`config.mk`:
```
export PLATFORM = sky130hd
export DESIGN_NAME = temp_readout
export DESIGN_NICKNAME = d
export VERILOG_FILES = /design/src/hw/tc_pkg.sv /design/src/hw/conv_timer.sv /design/src/hw/temp_readout.sv
export VERILOG_INCLUDE_DIRS = /design/src /design/src/hw
export SDC_FILE = /design/constraint.sdc
export NUM_CORES = 1
export LEC_CHECK = 0
export BUFFER_PORTS_ARGS = -buffer_cell sky130_fd_sc_hd__buf_2
export CAP_MARGIN = 0
export CORE_ASPECT_RATIO = 1.2
export CORE_UTILIZATION = 55
export CTS_BUF_LIST = sky130_fd_sc_hd__clkbuf_4
export CTS_CLUSTER_SIZE = 40
export DETAILED_ROUTE_END_ITERATION = 7
export GPL_TIMING_DRIVEN = 0
export PLACE_DENSITY_LB_ADDON = 0.12
export SLEW_MARGIN = 25
export SYNTH_ARGS = -nofsm -noshare
export SYNTH_HDL_FRONTEND = slang
export SYNTH_SLANG_ARGS = --single-unit
```
`constraint.sdc`:
```
create_clock -name CORE_CLK -period 3.24 [get_ports CORE_CLK]
set_input_delay 0.648 -clock CORE_CLK [delete_from_list [all_inputs] [get_ports CORE_CLK]]
set_output_delay 0.648 -clock CORE_CLK [all_outputs]
set_load 0.05 [all_outputs]
```
`src/hw/tc_defines.svh`:
```
// Constants of the temperature conversion readout core.
// Assumes a 125 MHz core clock.
`ifndef TC_DEFINES_SVH
`define TC_DEFINES_SVH

`define TC_CMD_CONVERT    8'h44
`define TC_RESULT_RESET   16'h0550
`define TC_CONFIG_RESET   8'h60
`define TC_ALARM_HI_RESET 8'h00
`define TC_ALARM_LO_RESET 8'h00
`define TC_RES_LSB        5
`define TC_RES_MSB        6
`define TC_RES_9          2'h0
`define TC_RES_10         2'h1
`define TC_RES_11         2'h2
`define TC_RES_12         2'h3
`define TC_CLK_MHZ        125
`define TC_CONV_TIME_MS   750
`define TC_CONV_CYCLES    (`TC_CONV_TIME_MS * 1000 * `TC_CLK_MHZ)
`define TC_CNT_W          27
`define TC_NV_HI          0
`define TC_NV_LO          1
`define TC_NV_CFG         2
`define TC_FAMILY_CODE    8'h5a
`define TC_SERIAL_NUMBER  48'h0123456789ab

`endif

```
`src/hw/tc_pkg.sv`:
```
// Types of the temperature conversion readout core.
// Assumes tc_defines.svh is on the include path.
`include "tc_defines.svh"

package tc_pkg;

  typedef enum logic [1:0]
  {
    ST_IDLE    = 2'b00,
    ST_CONVERT = 2'b01,
    ST_STORE   = 2'b11
  } conv_state_t;

  typedef struct packed
  {
    conv_state_t        state;
    logic [15:0]        result;
    logic [7:0]         alarm_hi;
    logic [7:0]         alarm_lo;
    logic [7:0]         config_reg;
    logic [2:0][7:0]    nv;
    logic               poll_armed;
    logic               busy;
    logic               done;
    logic               dq_oe;
    logic               timer_start;
    logic [`TC_CNT_W-1:0] timer_load;
    logic [63:0]        serial;
  } core_state_t;

endpackage

```
`src/hw/conv_timer.sv`:
```
// Down counter that times one temperature conversion.
// Assumes start is a one-cycle pulse and count is at least one.
`timescale 1ns/10ps
`include "tc_defines.svh"

module conv_timer
(
  input  wire logic                 clk,
  input  wire logic                 srst,
  input  wire logic                 start,
  input  wire logic [`TC_CNT_W-1:0] count,
  output logic                      expired
);

  logic [`TC_CNT_W-1:0] remaining;
  logic                 running;

  // Counts down the loaded figure and pulses expired once it has counted down to one.
  always_ff @(posedge clk)
  begin
    if (srst)
    begin
      remaining <= '0;
      running   <= 1'b0;
      expired   <= 1'b0;
    end
    else
    begin
      expired <= 1'b0;
      if (start)
      begin
        remaining <= count;
        running   <= 1'b1;
      end
      else if (running)
      begin
        if (remaining <= `TC_CNT_W'(1))
        begin
          running <= 1'b0;
          expired <= 1'b1;
        end
        else
        begin
          remaining <= remaining - `TC_CNT_W'(1);
        end
      end
    end
  end

endmodule // conv_timer

```
`src/hw/temp_readout.sv`:
```
// Temperature conversion and result store behind a single-wire line.
// Assumes a line layer that delivers whole command bytes and read slot windows,
// and an analog front end that presents a 12-bit sample in sixteenths of a degree.
//
// Functional notes
// - Resolution selectable at 9, 10, 11, 12 bits.
// - Power-up resolution is 12 bits.
// - Idle until command 44h starts a conversion.
// - Store result, then return to idle.
// - Externally powered: read slots answer busy/done.
// - Result is 16-bit sign-extended two's complement.
// - Sign bits zero positive, one negative.
// - Lower resolutions leave low bits undefined; the core clears them to zero.
// - Alarm limits and configuration bytes accessible.
// - Alarm and configuration bytes kept nonvolatile.
// - Unique 64-bit serial code identifies device.
// - Line driven only open-drain, pull low.
// - 12-bit conversion completes within 750 ms; core takes 750 ms plus 3 clock cycles.
// - Result reads 0550h until first conversion.
`timescale 1ns/10ps
`include "tc_defines.svh"

module temp_readout
#(
  parameter int CONV_CYCLES = `TC_CONV_CYCLES,
  parameter logic [7:0]  FAMILY_CODE   = `TC_FAMILY_CODE,
  parameter logic [47:0] SERIAL_NUMBER = `TC_SERIAL_NUMBER
)
(
  input  wire logic        CORE_CLK,
  input  wire logic        SRST,
  input  wire logic        CMD_VALID,
  input  wire logic [7:0]  CMD_BYTE,
  input  wire logic        READ_SLOT,
  input  wire logic        SUPPLY_PIN,
  input  wire logic [11:0] SENSE_SAMPLE,
  input  wire logic        WR_ALARM_HIGH,
  input  wire logic        WR_ALARM_LOW,
  input  wire logic        WR_CONFIG,
  input  wire logic [7:0]  WR_DATA,
  input  wire logic        NV_COMMIT,
  input  wire logic        NV_RECALL,
  output logic [15:0]      TEMP_RESULT,
  output logic [7:0]       ALARM_HIGH,
  output logic [7:0]       ALARM_LOW,
  output logic [7:0]       CONFIG,
  output logic             BUSY,
  output logic             CONV_DONE,
  output logic             DQ_OUT,
  output logic             DQ_OE,
  output logic [63:0]      SERIAL_CODE
);
  import tc_pkg::*;

  core_state_t r;
  core_state_t next_r;
  logic        timer_expired;

  ////////////////////////////////////////////////////////////////////////////////
  // Decoding of the resolution field.

  // Keeps the valid low bits of a result for the selected resolution.
  function automatic logic [15:0] res_mask(input logic [1:0] res);
    case (res)
      `TC_RES_9:  res_mask = 16'hfff8;
      `TC_RES_10: res_mask = 16'hfffc;
      `TC_RES_11: res_mask = 16'hfffe;
      default:    res_mask = 16'hffff;
    endcase
  endfunction

  // Halves the conversion time for each bit of resolution given up.
  function automatic logic [`TC_CNT_W-1:0] res_cycles(input logic [1:0] res);
    logic [`TC_CNT_W-1:0] full;
    full = `TC_CNT_W'(CONV_CYCLES);
    case (res)
      `TC_RES_9:  res_cycles = full >> 3;
      `TC_RES_10: res_cycles = full >> 2;
      `TC_RES_11: res_cycles = full >> 1;
      default:    res_cycles = full;
    endcase
    if (res_cycles == '0)
    begin
      res_cycles = `TC_CNT_W'(1);
    end
  endfunction

  ////////////////////////////////////////////////////////////////////////////////
  // Conversion timer.

  conv_timer u_timer
  (
    .clk     (CORE_CLK),
    .srst    (SRST),
    .start   (r.timer_start),
    .count   (r.timer_load),
    .expired (timer_expired)
  );

  ////////////////////////////////////////////////////////////////////////////////
  // Next state.

  always_comb
  begin
    logic [1:0]  res;
    logic [15:0] word;
    res         = r.config_reg[`TC_RES_MSB:`TC_RES_LSB];
    word        = {{4{SENSE_SAMPLE[11]}}, SENSE_SAMPLE};
    next_r      = r;
    next_r.timer_start = 1'b0;
    next_r.done = 1'b0;

    case (r.state)
      ST_IDLE:
      begin
        if (CMD_VALID && (CMD_BYTE == `TC_CMD_CONVERT))
        begin
          next_r.state       = ST_CONVERT;
          next_r.busy        = 1'b1;
          next_r.poll_armed  = 1'b1;
          next_r.timer_start = 1'b1;
          next_r.timer_load  = res_cycles(res);
        end
      end
      ST_CONVERT:
      begin
        if (timer_expired)
        begin
          next_r.state = ST_STORE;
        end
      end
      ST_STORE:
      begin
        next_r.result = word & res_mask(res);
        next_r.busy   = 1'b0;
        next_r.done   = 1'b1;
        next_r.state  = ST_IDLE;
      end
      default:
      begin
        next_r.state = ST_IDLE;
      end
    endcase

    // Scratchpad bytes may not change the resolution of a running conversion.
    if (WR_ALARM_HIGH)
    begin
      next_r.alarm_hi = WR_DATA;
    end
    if (WR_ALARM_LOW)
    begin
      next_r.alarm_lo = WR_DATA;
    end
    if (WR_CONFIG && !r.busy)
    begin
      next_r.config_reg = WR_DATA;
    end

    if (NV_COMMIT)
    begin
      next_r.nv[`TC_NV_HI]  = r.alarm_hi;
      next_r.nv[`TC_NV_LO]  = r.alarm_lo;
      next_r.nv[`TC_NV_CFG] = r.config_reg;
    end
    else if (NV_RECALL && !r.busy)
    begin
      next_r.alarm_hi   = r.nv[`TC_NV_HI];
      next_r.alarm_lo   = r.nv[`TC_NV_LO];
      next_r.config_reg = r.nv[`TC_NV_CFG];
    end

    // Busy answers pull the line low; a line-powered part never answers.
    next_r.dq_oe = READ_SLOT && r.poll_armed && r.busy && SUPPLY_PIN;
    next_r.serial = {8'h00, SERIAL_NUMBER, FAMILY_CODE};
  end

  ////////////////////////////////////////////////////////////////////////////////
  // State register; the nonvolatile bytes are deliberately left out of reset.

  always_ff @(posedge CORE_CLK)
  begin
    if (SRST)
    begin
      r.state       <= ST_IDLE;
      r.result      <= `TC_RESULT_RESET;
      r.alarm_hi    <= `TC_ALARM_HI_RESET;
      r.alarm_lo    <= `TC_ALARM_LO_RESET;
      r.config_reg  <= `TC_CONFIG_RESET;
      r.poll_armed  <= 1'b0;
      r.busy        <= 1'b0;
      r.done        <= 1'b0;
      r.dq_oe       <= 1'b0;
      r.timer_start <= 1'b0;
      r.timer_load  <= '0;
      r.serial      <= '0;
      r.nv          <= next_r.nv;
    end
    else
    begin
      r <= next_r;
    end
  end

  ////////////////////////////////////////////////////////////////////////////////
  // Outputs.

  assign TEMP_RESULT = r.result;
  assign ALARM_HIGH  = r.alarm_hi;
  assign ALARM_LOW   = r.alarm_lo;
  assign CONFIG      = r.config_reg;
  assign BUSY        = r.busy;
  assign CONV_DONE   = r.done;
  assign DQ_OUT      = 1'b0;
  assign DQ_OE       = r.dq_oe;
  assign SERIAL_CODE = r.serial;

endmodule // temp_readout

```
Word level (Yosys, flattened, before mapping)
Index checks and enable logic that the tools add are counted.
W data, S select, Z words.
{"block": "word_totals", "output_inout_bits": 108, "regBits": 191, "word_cells": 76, "input_bits": 38}
{"block": "classes", "n_lt_le_gt_ge": 1, "n_bitwise": 3, "n_reduce_logical": 18, "mux": 27, "eq_ne": 8, "n_addsub": 1}
{"operator": "$mux W27", "count": 6}
{"operator": "$pmux W27 S3", "count": 1}
{"operator": "$mux W24", "count": 3}
{"operator": "$mux W49", "count": 1}
{"operator": "$mux W28", "count": 1}
{"operator": "$le A27 B1 Y1 const B", "count": 1}
{"operator": "$logic_not A27 Y1", "count": 1}
{"operator": "$sub A27 B1 Y27 const B", "count": 1}
{"operator": "$mux W8", "count": 3}
{"operator": "$and A16 B16 Y16", "count": 1}
{"operator": "$mux W16", "count": 1}
{"operator": "$pmux W3 S3", "count": 1}
{"operator": "$eq A8 B7 Y1 const B", "count": 1}
{"operator": "$reduce_and A2 Y1", "count": 4}
{"operator": "$logic_and A1 B1 Y1", "count": 6}
{"operator": "$mux W2", "count": 3}
{"operator": "$mux W1", "count": 5}
{"operator": "$eq A2 B1 Y1 const B", "count": 2}
{"operator": "$eq A2 B2 Y1 const B", "count": 2}
{"operator": "$logic_not A2 Y1", "count": 2}
{"operator": "$ne A2 B2 Y1 const B", "count": 2}
{"operator": "$pmux W2 S2", "count": 1}
{"operator": "$reduce_bool A2 Y1", "count": 2}
{"operator": "$reduce_or A3 Y1", "count": 1}
{"operator": "5 further kinds", "count": 6}

Longest topological paths before layout
{"block": "depth", "word_depth": 7, "ltp_mapped": 7, "depth_no_buf": 6}

Modules after synthesis
Synthesis repeated with hierarchy kept, for this count alone.
{"block": "unflattened", "cells_unflattened": 591, "hier_area_um2": 5642.9}
{"module": "temp_readout", "n_inst": 1, "cells_per_inst": 387, "seq_area_each_um2": 1861.8, "area_per_inst_um2": 3896.2}
{"module": "conv_timer", "n_inst": 1, "cells_per_inst": 204, "seq_area_each_um2": 580.6, "area_per_inst_um2": 1746.7}

Worst setup path after synthesis
Ideal clock, no wire load.
{"block": "synth_timing", "path_kind": "flip-flop to flip-flop", "from": "register u_timer.remaining[23]", "to": "register u_timer.remaining[2]", "path_stages_with_launch": 8, "synth_period_minus_slack_ns": 2.295, "setup_ns": 0.120, "t_required_ns": 3.120, "t_arrival_ns": 2.175, "path_buffers": 2, "slack_ns": 0.945, "cell_sequence": "dfxtp_1 > or4_4 > or2_0 > buf_6 > o41ai_4 > buf_6 > nor4_1 > o31a_1"}
{"block": "synth_via", "elab_chain_cells": 3}
{"item": "from (decl)", "line_no": "conv_timer.sv:15", "text": "logic [`TC_CNT_W-1:0] remaining;"}
{"item": "from (signal assigned)", "line_no": "conv_timer.sv:32", "text": "remaining <= count;"}
{"item": "from (signal assigned)", "line_no": "conv_timer.sv:44", "text": "remaining <= remaining - `TC_CNT_W'(1);"}
{"item": "$le A27 B1 Y1", "line_no": "conv_timer.sv:37", "text": "if (remaining <= `TC_CNT_W'(1))"}
{"item": "$ne A2 B2 Y1 (no source line)"}
{"item": "$reduce_and A2 Y1 (no source line)"}
No other way between the ends.
A chain may end at the register's enable or synchronous reset.

Worst setup path in the final report
{"block": "layout_timing", "from": "register u_timer.remaining[8]", "to": "register u_timer.remaining[6]"}
Same word-level chain as after synthesis.

==> metrics.csv <==
metric;value;unit
layout_commonest_cell;buf_4;
cp.arrival;3.07;ns
grt_max_degree;26;
avgSynthCellArea;9.555;sq um
vias;4538;
dpl-instance-area;0.006441;sq mm
layout.nets;787;
wl_per_cell;14.59;microns
drtIter0Drc;190;
wirelength;12720;microns
path_class;reg2reg;
path_clk_slew;0.16;ns
cts_setup_buffers;0;
grt_pass1_wl;20400;microns
final_cell_mix;buf_4 (106), buf_2 (104), dfxtp_1 (86), nor2_1 (58), conb_1 (41);
rsz0062_at_grt;no;
synth_cell_types;62;
synth_edf_count;24;
cp_slowest_cell;nor4_4;
ys_seq_area_frac;0.4340;
drive_gt1_frac;0.3324;
swShare;0.3200;
cts_resized;0;
postCtsHoldBufs;0;
r2r_start;u_timer.remaining[8];
holdPathEnd;TEMP_RESULT[8];
rr_endpoint;u_timer.remaining[6];
cp_max_fo;10;
hold_viol;0;
fmax;0.3721;GHz
rows;40;
die_h;112.8;microns
min_path_cells;3;
rrSetupSlack;0.55;ns
gp_congestion;0.8996;
synthCells;589;
power.internal;1.794;mW
required;3.62;ns
r2r_cells;6;
start_util;0.5651;
startpoint_type;flip-flop;
async_flop_share;0;
cts_made_buffers;9;
netlist_area;0.005628;sq mm
routed_via_density;5.204;
tightest_slew;0.8300;ns
period_share;0.8294;
fp.dieW;94.34;microns
min_from;SENSE_SAMPLE[8];
core_area;0.009960;sq mm
grt_pass1_vias;4242;
min_path_type;in2reg;
ir_drop;0.2609;mV
fin_area;0.006559;sq mm
ys_warn_count;0;
dieArea;0.01064;sq mm
drv_cap;0;
ios;146;
synth_ff_type;dfxtp_1;
portBuffers;101;
cts_tree;yes;
crit_path_end_kind;flip-flop;
htree_levels;3;
cts_root_buf;clkbuf_4;
cts.sinks;110;
leakagePower;3.015;nW
cts_buffer_depth;2;
track_usage;0.2430;
finalSetupViolCount;0;
antenna_left;0;
n_antenna_cell;0;
antenna_found_initial;0;
powerDensity;402.3;mW/mm^2
drtPass1Iterations;5;
tns;0;ns
slew_headroom;0.4424;
cp_cell_sequence;nor4_2 -> nand4_2 -> nor4_4 -> buf_2 -> nor4_1 -> o31a_1;
grt_overflow;0;
hpwl;9605;microns
clock_latency;0.47;ns
slowest_delay;0.61;ns
synthToLayoutAreaGrowth;16.54;%
period_minus_slack;2.687;ns
power.share.combinational;0.200;
status;completed;
clock_power_share;0.238;
ys_seq_elements;110;
drv_slew;0;
drc;0;
p_sw;0.8443;mW
skew;0.01828;ns
seq_power_share;0.562;
## synthesized netlist by cell type (2+ instances only)
master / instances / share of area
buf_4: 106 / 0.14
dfxtp_1: 86 / 0.31
nor2_1: 58 / 0.039
nand2_1: 40 / 0.027
a211oi_1: 32 / 0.043
mux2i_1: 31 / 0.055
edfxtp_1: 24 / 0.13
clkbuf_1: 17 / 0.011
nand3_1: 14 / 0.012
o21ai_0: 14 / 0.012
inv_1: 13 / 0.0087
or4_1: 12 / 0.016
a21oi_1: 11 / 0.0098
nor3_1: 9 / 0.0080
nor4_1: 9 / 0.010
o31a_1: 9 / 0.014
a31oi_1: 8 / 0.0089
ha_1: 8 / 0.018
o31ai_1: 8 / 0.011
nand4_1: 7 / 0.0078
or3_1: 6 / 0.0067
a311oi_1: 4 / 0.0062
buf_1: 4 / 0.0027
buf_6: 4 / 0.0080
a21boi_0: 3 / 0.0040
and2_1: 3 / 0.0033
buf_2: 3 / 0.0027
o2111ai_1: 3 / 0.0047
or2_2: 3 / 0.0033
or3_2: 3 / 0.0040
a41o_1: 2 / 0.0036
nor4_4: 2 / 0.0076
nor4b_1: 2 / 0.0031
o21a_1: 2 / 0.0027
o311ai_0: 2 / 0.0031
## metrics by stage
step | hold slack [ns] | std cells | util | power, mW | setup slack, ns
floorplan | 0.4080 | 629 | - | 1.934 | 0.9449
global placement | 0.4215 | 856 | 0.6467 | 2.030 | 0.5767
detailed placement | 0.4351 | 856 | 0.6467 | 2.038 | 0.5865
CTS | 0.3732 | 872 | 0.6585 | 2.649 | 0.5633
global route | 0.3861 | 872 | 0.6585 | 2.730 | 0.3902
finish | 0.3847 | 872 | 0.6585 | 2.639 | 0.5528
## worst max-delay path: cells and delay by family, from the launching register on
kind | cells | cell delay [ns]
DFF | 1 | 0.40
buffers and inverters | 1 | 0.35
and+or+nand+nor | 4 | 1.55
AOI/OAI and AO/OA | 1 | 0.30
## kinds of logic (layout without fill, tap and decap cells)
family | Yosys count | after routing | synth area share
DFF | 110 | 110 | 0.4340
and+or+nand+nor | 181 | 181 | 0.1679
xor gates and xnor gates | 2 | 2 | 0.003113
adders and majority gates | 8 | 8 | 0.01779
buffers and inverters | 150 | 267 | 0.1794
muxes | 31 | 31 | 0.05514
other | 1 | 41 | 0.0006663
AOI/OAI and AO/OA | 106 | 106 | 0.1421
## routing by layer
metal  track usage  share of wire  vias up
met4       0.09128          0.026        0
met3       0.03898          0.054       23
li1              -              -     2284
met5             0              0        -
met1        0.2948           0.42     2087
met2        0.4266           0.50      144
## state kept, by name (all words and copies together), names as in the netlist
name / count
DQ_OE: 1
SERIAL_CODE: 1
ALARM_LOW: 8
BUSY: 1
u_timer.expired: 1
u_timer.remaining: 27
u_timer.running: 1
TEMP_RESULT: 12
r: 41
CONFIG: 8
ALARM_HIGH: 8
CONV_DONE: 1
## worst max-delay path by stage
stage                          startpoint              endpoint  slack, ns  cells past startpoint
floorplan           u_timer.remaining[23]  u_timer.remaining[2]       0.94                      7
global placement     u_timer.remaining[8]  u_timer.remaining[6]       0.58                      6
detailed placement   u_timer.remaining[8]  u_timer.remaining[6]       0.59                      6
CTS                  u_timer.remaining[8]  u_timer.remaining[6]       0.56                      6
global route         u_timer.remaining[8]  u_timer.remaining[6]       0.39                      6
finish               u_timer.remaining[8]  u_timer.remaining[6]       0.55                      6
## cell type report
type / count / area, sq um
Inverter: 13 / 48.80
Sequential cell: 110 / 2442
Timing Repair Buffer: 101 / 505.5
Fill cell: 848 / 3401
Buffer: 137 / 960.9
Clock buffer: 11 / 82.58
Multi-Input combinational cell: 369 / 2326
Clock inverter: 5 / 35.03
Tap cell: 126 / 157.7
## power by group through the flow
stage	Clock, mW	Sequential, mW	Combinational, mW
3_3_place_gp	0	1.51	0.521
2_1_floorplan	0	1.50	0.431
4_1_cts	0.639	1.48	0.527
6_report	0.629	1.48	0.527
5_1_grt	0.684	1.49	0.556
3_5_place_dp	0	1.51	0.526
Note: power is estimated with default switching activity, not from simulation.
